**src/hw/prot_pkg.sv**
```systemverilog
// Package of timing constants and widths for the inverter protection logic.
package prot_pkg;
	// ------------------------------------------------------------------
	// Clock and documented times
	// ------------------------------------------------------------------
	localparam int CLK_MHZ        = 50;
	localparam int FILT_TIME_NS   = 3000;
	localparam int BLANK_TIME_NS  = 370;
	localparam int DELAY_TIME_NS  = 150;
	localparam int HOLD_TIME_MS   = 10;
	// Least times round up to whole cycles.
	localparam int FILT_CYC  = (FILT_TIME_NS * CLK_MHZ + 999) / 1000;
	localparam int BLANK_CYC = (BLANK_TIME_NS * CLK_MHZ + 999) / 1000;
	localparam int DELAY_CYC = (DELAY_TIME_NS * CLK_MHZ + 999) / 1000;
	localparam int HOLD_CYC  = HOLD_TIME_MS * CLK_MHZ * 1000;
	localparam int CNT_W     = 20;
	localparam int PHASES    = 3;
endpackage

```
**src/hw/prot_if.sv**
```systemverilog
// Interface carrying one filtered comparator level between modules.
`timescale 1ns/1ns
interface filt_if;
	logic raw;
	logic filt;
	modport src (output raw, input filt);
	modport flt (input raw, output filt);
endinterface

```
**src/hw/level_filter.sv**
```systemverilog
// Glitch filter: output follows input only after it is stable long enough.
`timescale 1ns/1ns
module level_filter #(
	parameter int TICKS = prot_pkg::FILT_CYC
) (
	input  wire logic mclk,
	input  wire logic rst_n,
	filt_if.flt       port_f
);
	logic [7:0] cnt_q;
	logic [7:0] cnt_d;
	logic       out_q;
	logic       out_d;

	// Count cycles the input differs from the output; flip at TICKS.
	always_comb begin
		cnt_d = 8'h00;
		out_d = out_q;
		if (port_f.raw != out_q) begin
			if (cnt_q >= 8'(TICKS - 1)) begin
				out_d = port_f.raw;
			end else begin
				cnt_d = cnt_q + 8'h01;
			end
		end
	end

	always_ff @(posedge mclk or negedge rst_n) begin
		if (!rst_n) begin
			cnt_q <= 8'h00;
			out_q <= 1'b1;
		end else begin
			cnt_q <= cnt_d;
			out_q <= out_d;
		end
	end

	assign port_f.filt = out_q;
endmodule

```
**src/hw/inverter_fault_protection.sv**
```systemverilog
// Protection logic gating the three-phase gate drive signals.
// Behaviour
// - Boot supply low forces high gate off.
// - After boot recovery, wait for command rising edge.
// - Boot lockout never asserts fault.
// - Boot lockout detection filtered about 3 us.
// - Logic supply low forces phase one gates off.
// - Logic supply recovery resumes phase one following.
// - Logic supply lockout holds fault asserted.
// - Logic supply detection filtered about 3 us.
// - Overcurrent needs sense high through blanking time.
// - After 0.15 us delay, low gates off, fault.
// - Overcurrent fault held fixed 10 ms.
// - Over 120 C: low gates off, fault.
// - Thermal release at 100 C or below.
// - Fault asserted keeps all low gates off.
`timescale 1ns/1ns
module inverter_fault_protection #(
	parameter int HOLD_TICKS = prot_pkg::HOLD_CYC
) (
	input  wire logic       mclk,
	input  wire logic       rst_n,
	input  wire logic [2:0] high_side_cmd,
	input  wire logic [2:0] low_side_cmd,
	input  wire logic [2:0] boot_supply_ok,
	input  wire logic       logic_supply_ok,
	input  wire logic       sense_over_trip,
	input  wire logic       temp_over_hot,
	input  wire logic       temp_below_cool,
	output logic      [2:0] high_gate_drive,
	output logic      [2:0] low_gate_drive,
	output logic            fault_out,
	output logic            fault_oe
);
	// ------------------------------------------------------------------
	// Input synchronisers
	// ------------------------------------------------------------------
	// Every pin passes two flops; only the second stage is read onward.
	localparam int SW = 11;
	logic [SW-1:0] s1_q;
	logic [SW-1:0] s2_q;
	logic [SW-1:0] pin_in;
	assign pin_in = {high_side_cmd, low_side_cmd, boot_supply_ok,
		logic_supply_ok, sense_over_trip};

	// Temperature comparators are kept apart for readability.
	logic [1:0] t1_q;
	logic [1:0] t2_q;

	always_ff @(posedge mclk or negedge rst_n) begin
		if (!rst_n) begin
			s1_q <= '0;
			s2_q <= '0;
			t1_q <= 2'h0;
			t2_q <= 2'h0;
		end else begin
			s1_q <= pin_in;
			s2_q <= s1_q;
			t1_q <= {temp_over_hot, temp_below_cool};
			t2_q <= t1_q;
		end
	end

	logic [2:0] hcmd;
	logic [2:0] lcmd;
	logic [2:0] boot_ok_s;
	logic       vcc_ok_s;
	logic       sense_s;
	assign hcmd      = s2_q[10:8];
	assign lcmd      = s2_q[7:5];
	assign boot_ok_s = s2_q[4:2];
	assign vcc_ok_s  = s2_q[1];
	assign sense_s   = s2_q[0];

	// ------------------------------------------------------------------
	// Supply filters
	// ------------------------------------------------------------------
	// The comparator hysteresis (10.0/10.5 V, 11.0/11.5 V) is analog; the
	// ok inputs already carry it, so only the time filter lives here.
	filt_if boot_f [prot_pkg::PHASES] ();
	filt_if vcc_f ();
	logic [2:0] boot_ok_f;

	genvar g;
	generate
		for (g = 0; g < prot_pkg::PHASES; g++) begin : g_boot
			assign boot_f[g].raw = boot_ok_s[g];
			assign boot_ok_f[g]  = boot_f[g].filt;
			level_filter #(.TICKS(prot_pkg::FILT_CYC)) u_filt (
				.mclk   (mclk),
				.rst_n  (rst_n),
				.port_f (boot_f[g])
			);
		end
	endgenerate

	assign vcc_f.raw = vcc_ok_s;
	level_filter #(.TICKS(prot_pkg::FILT_CYC)) u_vcc_filt (
		.mclk   (mclk),
		.rst_n  (rst_n),
		.port_f (vcc_f)
	);
	logic vcc_lock;
	assign vcc_lock = !vcc_f.filt;

	// ------------------------------------------------------------------
	// High-side lockout with re-arm on command edge
	// ------------------------------------------------------------------
	logic [2:0] boot_lock_q;
	logic [2:0] boot_lock_d;
	logic [2:0] hcmd_prev_q;

	// Lockout clears only at a fresh rising command edge after recovery.
	always_comb begin
		for (int i = 0; i < 3; i++) begin
			boot_lock_d[i] = boot_lock_q[i];
			if (!boot_ok_f[i]) begin
				boot_lock_d[i] = 1'b1;
			end else if (hcmd[i] && !hcmd_prev_q[i]) begin
				boot_lock_d[i] = 1'b0;
			end
		end
	end

	always_ff @(posedge mclk or negedge rst_n) begin
		if (!rst_n) begin
			boot_lock_q <= 3'h7;
			hcmd_prev_q <= 3'h0;
		end else begin
			boot_lock_q <= boot_lock_d;
			hcmd_prev_q <= hcmd;
		end
	end

	// ------------------------------------------------------------------
	// Overcurrent: blanking, delay, hold
	// ------------------------------------------------------------------
	typedef enum logic [1:0] {OC_IDLE, OC_BLANK, OC_DELAY, OC_HOLD} oc_t;
	oc_t        oc_q;
	oc_t        oc_d;
	logic [prot_pkg::CNT_W-1:0] oc_cnt_q;
	logic [prot_pkg::CNT_W-1:0] oc_cnt_d;

	// Sensing resumes only after the hold, so repeated trips are spaced.
	always_comb begin
		oc_d     = oc_q;
		oc_cnt_d = oc_cnt_q + 1'b1;
		case (oc_q)
			OC_IDLE: begin
				oc_cnt_d = '0;
				if (sense_s) begin
					oc_d = OC_BLANK;
				end
			end
			OC_BLANK: begin
				if (!sense_s) begin
					oc_d     = OC_IDLE;
					oc_cnt_d = '0;
				end else if (oc_cnt_q >=
					prot_pkg::CNT_W'(prot_pkg::BLANK_CYC - 2)) begin
					oc_d     = OC_DELAY;
					oc_cnt_d = '0;
				end
			end
			OC_DELAY: begin
				if (oc_cnt_q >=
					prot_pkg::CNT_W'(prot_pkg::DELAY_CYC - 1)) begin
					oc_d     = OC_HOLD;
					oc_cnt_d = '0;
				end
			end
			OC_HOLD: begin
				if (oc_cnt_q >= prot_pkg::CNT_W'(HOLD_TICKS - 1)) begin
					oc_d     = OC_IDLE;
					oc_cnt_d = '0;
				end
			end
			default: begin
				oc_d     = OC_IDLE;
				oc_cnt_d = '0;
			end
		endcase
	end

	always_ff @(posedge mclk or negedge rst_n) begin
		if (!rst_n) begin
			oc_q     <= OC_IDLE;
			oc_cnt_q <= '0;
		end else begin
			oc_q     <= oc_d;
			oc_cnt_q <= oc_cnt_d;
		end
	end

	// ------------------------------------------------------------------
	// Thermal shutdown with hysteresis
	// ------------------------------------------------------------------
	logic tsd_q;
	logic tsd_d;
	always_comb begin
		tsd_d = tsd_q;
		if (t2_q[1]) begin
			tsd_d = 1'b1;
		end else if (t2_q[0]) begin
			tsd_d = 1'b0;
		end
	end

	always_ff @(posedge mclk or negedge rst_n) begin
		if (!rst_n) begin
			tsd_q <= 1'b0;
		end else begin
			tsd_q <= tsd_d;
		end
	end

	// ------------------------------------------------------------------
	// Output gating
	// ------------------------------------------------------------------
	logic       fault;
	logic [2:0] hi_d;
	logic [2:0] lo_d;
	logic       fault_oe_d;
	assign fault = vcc_lock || (oc_q == OC_HOLD) || tsd_q;

	// Boot lockout is absent from the fault term on purpose.
	always_comb begin
		hi_d = hcmd & ~boot_lock_q;
		lo_d = lcmd;
		if (vcc_lock) begin
			hi_d[0] = 1'b0;
			lo_d[0] = 1'b0;
		end
		if (fault) begin
			lo_d = 3'h0;
		end
		fault_oe_d = fault;
	end

	always_ff @(posedge mclk or negedge rst_n) begin
		if (!rst_n) begin
			high_gate_drive <= 3'h0;
			low_gate_drive  <= 3'h0;
			fault_oe        <= 1'b0;
		end else begin
			high_gate_drive <= hi_d;
			low_gate_drive  <= lo_d;
			fault_oe        <= fault_oe_d;
		end
	end

	// The pin is open drain: only ever pulled low.
	always_ff @(posedge mclk or negedge rst_n) begin
		if (!rst_n) begin
			fault_out <= 1'b0;
		end else begin
			fault_out <= 1'b0;
		end
	end

	// ------------------------------------------------------------------
	// Checks
	// ------------------------------------------------------------------
	fault_low_a: assert property (@(posedge mclk) disable iff (!rst_n)
		fault_oe |-> low_gate_drive == 3'h0)
		else $error("Low gate on while fault asserted.");
	boot_gate_a: assert property (@(posedge mclk) disable iff (!rst_n)
		$past(boot_lock_q[0]) |-> !high_gate_drive[0])
		else $error("High gate on during boot lockout.");
	boot_nofault_a: assert property (@(posedge mclk) disable iff (!rst_n)
		(!vcc_lock && oc_q != OC_HOLD && !tsd_q) |=> !fault_oe)
		else $error("Fault asserted without a cause.");
	vcc_fault_a: assert property (@(posedge mclk) disable iff (!rst_n)
		vcc_lock |=> fault_oe && !high_gate_drive[0])
		else $error("Logic supply lockout not reflected.");
	blank_a: assert property (@(posedge mclk) disable iff (!rst_n)
		(oc_q == OC_BLANK && !sense_s) |=> oc_q == OC_IDLE)
		else $error("Short sense pulse not rejected.");
	delay_a: assert property (@(posedge mclk) disable iff (!rst_n)
		(oc_q == OC_DELAY && $past(oc_q) == OC_BLANK) |->
		$past(oc_q, 18) == OC_BLANK ##8 oc_q == OC_HOLD)
		else $error("Overcurrent timing wrong.");
	hold_a: assert property (@(posedge mclk) disable iff (!rst_n)
		(oc_q == OC_HOLD && $past(oc_q) != OC_HOLD) |=>
		(oc_q == OC_HOLD) [*8])
		else $error("Overcurrent hold ended early.");
	tsd_a: assert property (@(posedge mclk) disable iff (!rst_n)
		t2_q[1] |=> ##1 fault_oe)
		else $error("Thermal shutdown not flagged.");
	tsd_hold_a: assert property (@(posedge mclk) disable iff (!rst_n)
		(tsd_q && !t2_q[0]) |=> tsd_q)
		else $error("Thermal shutdown released early.");
endmodule

```
**config.mk**
```make
export PLATFORM = sky130hd
export DESIGN_NAME = inverter_fault_protection
export DESIGN_NICKNAME = d
export VERILOG_FILES = /design/src/hw/prot_pkg.sv /design/src/hw/prot_if.sv /design/src/hw/level_filter.sv /design/src/hw/inverter_fault_protection.sv
export SDC_FILE = /design/constraint.sdc
export NUM_CORES = 1
export LEC_CHECK = 0
export ABC_AREA = 1
export BUFFER_PORTS_ARGS = -buffer_cell sky130_fd_sc_hd__buf_4
export CORE_ASPECT_RATIO = 1.75
export CORE_UTILIZATION = 35
export CTS_CLUSTER_DIAMETER = 60
export DETAILED_ROUTE_END_ITERATION = 8
export PLACE_DENSITY = 0.53
export SLEW_MARGIN = 20
export SYNTH_ARGS = -nofsm -noshare
export SYNTH_HDL_FRONTEND = slang
export SYNTH_SLANG_ARGS = --single-unit
export TNS_END_PERCENT = 20
```
**constraint.sdc**
```tcl
create_clock -name mclk -period 1.98 [get_ports mclk]
set_input_delay 0 -clock mclk [delete_from_list [all_inputs] [get_ports mclk]]
set_output_delay 0 -clock mclk [all_outputs]
set_load 0.005 [all_outputs]
```
# Word-level counts from Yosys, hierarchy flattened
# Cells that the tools add are included.
[word_totals]
output_inout_bits = 8
register_bits = 98
mem_bits_ro = 0
in_bits = 15
wordCells = 96
ram_bits = 0
latch_bits = 0
n_memories = 0
[op_classes]
mux = 30
eq_ne = 14
shifts = 0
n_lt_le_gt_ge = 7
div_mod_pow = 0
n_reduce_logical = 16
n_bitwise = 2
n_mul = 0
addsub = 5
[ops]
columns = ["op", "count"]
rows = [
  ["two-way mux 20 bit", 4],
  ["case mux 20 bit (4 select lines)", 1],
  ["two-way mux 8 bit", 8],
  ["adder 8 x 1 -> 8 bit (second input constant)", 4],
  [">= comparator 8 bit (second input constant)", 4],
  ["adder 20 x 1 -> 20 bit (second input constant)", 1],
  [">= comparator 20 x 19 -> 1 bit (second input constant)", 1],
  [">= comparator 20 x 3 -> 1 bit (second input constant)", 1],
  [">= comparator 20 x 5 -> 1 bit (second input constant)", 1],
  ["inequality test 2 bit (second input constant)", 6],
  ["two-way mux 1 bit", 10],
  ["two-way mux 2 bit", 5],
  ["case mux 2 bit (4 select lines)", 1],
  ["AND reduction 2 bit", 4],
  ["equality test 2 bit (second input constant)", 2],
  ["zero test 1 bit", 4],
  ["inequality test 1 bit", 4],
  ["AND reduction 4 bit", 1],
  ["AND 3 bit", 1],
  ["logical AND 1 bit", 3],
  ["two-way mux 3 bit", 1],
  ["inequality test 3 bit (second input constant)", 1],
  ["inverter 3 bit", 1],
  ["equality test 2 x 1 -> 1 bit (second input constant)", 1],
  ["3 further kinds", 4],
]

# Logic depth before layout (Yosys ltp)
[depth]
word_depth = 4
mapped_depth = 11
mapped_depth_nobuf = 11

# Hierarchy
# A second synthesis with hierarchy kept.
[hier_totals]
cells_unflattened = 486
hier_area_um2 = 4526.8
[modules_own_cells]
columns = ["module", "cells_each", "area_per_inst_um2", "instances", "seq_area_each_um2"]
rows = [
  ["inverter_fault_protection", 254, 2580.0, 1, 1555.2],
  ["level_filter", 58, 486.7, 4, 226.5],
]

# Least setup slack after synthesis
# OpenSTA, ideal clock, no wires.
[synth_path]
path_kind = "register to register"
startpoint = "register oc_cnt_q[0] (netlist bit)"
endpoint = "register oc_cnt_q[0] (netlist bit)"
path_buffers = 1
period_less_slack_ps = 1557
path_stages_with_launch = 10
setup_time_ps = 127
setup_slack_ps = 423
required_ps = 1853
arrival_ps = 1430
cell_sequence = "dfrtp_1 -> ha_1 -> nand3_2 -> inv_2 -> nand2_2 -> nand2_1 -> nand2_1 -> nand2_4 -> clkbuf_8 -> a21oi_2"
[synth_between]
elab_chain_cells = 4
word_cells_on_any_way = 9
classes_between = "1 x add/sub; 3 x order compare; 5 x mux"
[synth_lines]
columns = ["element", "line_no", "rtl"]
rows = [
  ["start: declaration", "inverter_fault_protection.sv:141", "logic [prot_pkg::CNT_W-1:0] oc_cnt_q;"],
  ["start signal: assignment", "inverter_fault_protection.sv:191", "oc_cnt_q <= oc_cnt_d;"],
  ["adder 20 x 1 -> 20 bit / >= comparator 20 x 5 -> 1 bit (equally long branches)", "inverter_fault_protection.sv:147, inverter_fault_protection.sv:159", ""],
  ["two-way mux 20 bit", "inverter_fault_protection.sv:159", "end else if (oc_cnt_q >="],
  ["two-way mux 20 bit", "inverter_fault_protection.sv:156", "if (!sense_s) begin"],
  ["case mux 20 bit (4 select lines) *", "inverter_fault_protection.sv:148", "case (oc_q)"],
  ["net oc_cnt_d, one bit", "inverter_fault_protection.sv:142", "logic [prot_pkg::CNT_W-1:0] oc_cnt_d;"],
]
# Mark *: on every way through the listed nets, which the timed path passes. The rest lies on a longest branch.
# A chain may end at the register's enable or synchronous reset.

# Final worst setup path
[layout_path]
startpoint = "register oc_cnt_q[0] (netlist bit)"
endpoint = "register oc_cnt_q[15] (netlist bit)"
# Same word-level chain as after synthesis.

==> results.cfg <==
[outcome]
status = finished, final reports clean

[floorplan]
fp.coreArea_um2 = 12430
pin_count = 23
die_x_um = 87.34
die_h_um = 151.3
dieArea_um2 = 13220
initial_core_util_pct = 35.88
row_count = 54

[synth]
syn_area_um2 = 4461
synth_cell_types = 35
synth_top_area_share_pct = 51.05
ys_async_sr_fraction_pct = 100.0
yosys_warnings = 0
ys_seq_area_share_pct = 55.18
synth_seq_cells = 98
yosysTopAreaCell = dfrtp_1
syn_inst = 468
synthTopCellsByArea = dfrtp_1 51%, nand2_1 5.9%, nor2_1 5.7%, inv_1 4.4%, ha_1 4.2%
synth-main-ff-cell = dfrtp_1
synth.avg_cell_area_um2 = 9.531
synth_edf_count = 0

[timing]
finalSetupViolations = 0
min_period_ns = 1.790
max_freq_mhz = 558.7
finalSetupTns_ns = 0
setup_slack_ns = 0.1902
finalHoldWorstSlack_ns = 0.1926
min_period_over_period_pct = 90.39
hold_violations = 0
rsz0062_at_grt = false
tightest_slew_ns = 0.5372
finalClockSkew_ns = 0.008287
slew_headroom_pct = 64.19
drv_slew = 0

[cells_and_area]
nFillCells = 1260
drive_gt1_share_pct = 14.75
nNetsFinal = 547
area_delta_synth_final_pct = 18.15
multi_input_area_um2 = 1774
antenna_cells = 0
regArea_um2 = 2461
layout_common_cells = 91 x dfrtp_1, 70 x nand2_1, 68 x nor2_1, 52 x inv_1, 34 x nand3_1
layout_commonest_cell = dfrtp_1

[setup_path]
crit_required_ns = 2.21
critPathLaunchType = register
cp-end-kind = register
crit_fanout = 8
worstSetupPathType = register to register
crit_arrival_ns = 2.02

[global_routing]
grt_max_degree = 50
grt_pass1_wl_mm = 15.21
track_usage_pct = 15.08
grt_antenna_before_repair = 0
grt-ovfl-total = 0
grt_pass1_vias = 3304

[clock_network]
cts_tree = yes
insertion_delay_ns = 0.34
cts_setup_buffers = 0
cts_inserted_buffers = 9
cts_max_level = 3
numClockSinks = 98
root_buffer = clkbuf_16
cts_max_path_buffers = 2
clk_pin_slew_ns = 0.07

[flow_run]
drv_cap = 0

[power_and_ir_drop]
p_int_uw = 3148
p_clk_share_pct = 37.0
cellLeakagePower_uw = 0.002297
power_switching_uw = 1119
ir_drop_v = 0.0004788
power.density_nw_per_um2 = 809.7
total_power_uw = 4267
p_seq_share_pct = 51.1
combPwrFrac_pct = 12.0
swShare_pct = 26.22

[detailed_routing]
drt_iter0_markers = 91
wire_per_inst_um = 12.83
drcViolationCount = 0
route.vias.total = 3200
drt_pass1_iterations = 4
ant_nets = 0
viasPerCell = 4.638
wirelength_mm = 8.855

[place]
gp_congestion = 0.8632
numPortBuffers = 21
dpl.hpwl_mm = 6.448
place_ws_ns = 0.1629

[min_path]
hp-class = primary input to asynchronous set/reset pin
[kinds of logic (layout without fill, tap and decap cells)]
family / after synthesis / in the layout / share of synthesized area [%]
buffers and inverters: 56 / 109 / 5.189
AND/OR/NAND/NOR: 232 / 232 / 24.40
XOR/XNOR: 29 / 29 / 5.694
adder cells (fa/ha/maj): 15 / 15 / 4.208
flip-flops: 98 / 98 / 55.18
AO/OA/AOI/OAI: 37 / 37 / 5.245
other: 1 / 2 / 0.08407
[registers in the layout, indices dropped and copies added (netlist names), 8 cells and up, named ones only]
| signal | flops |
|---|---|
| g_boot.u_filt.cnt_q | 24 |
| oc_cnt_q | 20 |
| s1_q | 11 |
| s2_q | 11 |
| u_vcc_filt.cnt_q | 8 |
[area by class of cell]
cell class | instances | area share (%)
sequential | 98 | 46.70
multi-input combinational | 315 | 33.67
timing repair buffer | 40 | 6.838
clock buffer | 12 | 4.487
tap | 168 | 3.989
inverter | 53 | 3.775
clock inverter | 4 | 0.5461
[power groups by stage]
stage	Combinational (uW)	Clock, uW	Sequential, uW
2_1_floorplan	339	0	2190
3_3_place_gp	484	0	2210
3_5_place_dp	497	0	2220
4_1_cts	523	1650	2180
5_1_grt	591	1710	2190
6_report	511	1580	2180
[what timing repair did]
| action | 4_1_cts | 5_1_grt |
|---|---|---|
| endpoints found under the hold margin | 49 | 0 |
| endpoints found under the setup margin | 0 | 1 |
| hold buffers | 14 | 0 |
| gates resized for setup | 0 | 1 |
[synth_stat cells, drive strengths merged, types with 3 or more instances]
cell type  number
dfrtp          91
nand2          74
nor2           74
inv            53
nand3          36
nor3           24
xor2           18
a21oi          17
ha             15
o21ai          15
xnor2          11
nand4           9
nor3b           8
dfstp           7
and2            3
[worst max-delay path: stages (launching register included)]
cell     delay [ns]
dfrtp_1        0.49
ha_2           0.29
nand3_2        0.12
inv_2          0.10
nand2_2        0.07
nand2_1        0.08
nand2_1        0.08
nand2_4        0.15
nand2_1        0.11
and3_1         0.19
[path summary, 6_finish.rpt]
check	start	end	slack (ns)	depth (start not counted)
worst max-delay path	oc_cnt_q[0]$_DFF_PN0_	oc_cnt_q[15]$_DFF_PN0_	0.19	9
worst min-delay path	rst_n	oc_cnt_q[3]$_DFF_PN0_	0.19	2
worst max register to register	oc_cnt_q[0]$_DFF_PN0_	oc_cnt_q[15]$_DFF_PN0_	0.19	9
worst min register to register	s1_q[3]$_DFF_PN0_	s2_q[3]$_DFF_PN0_	0.35	0
max in group asynchronous	rst_n	g_boot[0].u_filt.port_f.filt$_DFFE_PN1P_	1.08	3
min in group mclk	temp_over_hot	t1_q[1]$_DFF_PN0_	0.31	2
[per-layer routing]
layer  vias to the layer above  part of all wire [%]  track usage (%)
met1                      1546                    42            16.94
met2                        41                    54            26.99
met3                        16                   1.9            2.670
met5                         -                     0                0
li1                       1597                     -                -
met4                         0                   2.7            7.377
[through the flow]
| step | util [%] | std cells | area [um2] |
|---|---|---|---|
| after floorplan | - | 469 | 4464 |
| after detailed placement | 39.11 | 660 | 4862 |
| after global routing | 42.39 | 690 | 5270 |
| after CTS | 42.37 | 690 | 5268 |
| final | 42.39 | 690 | 5270 |
| after global placement | 39.11 | 660 | 4862 |
(Power assumes the default switching activity.)
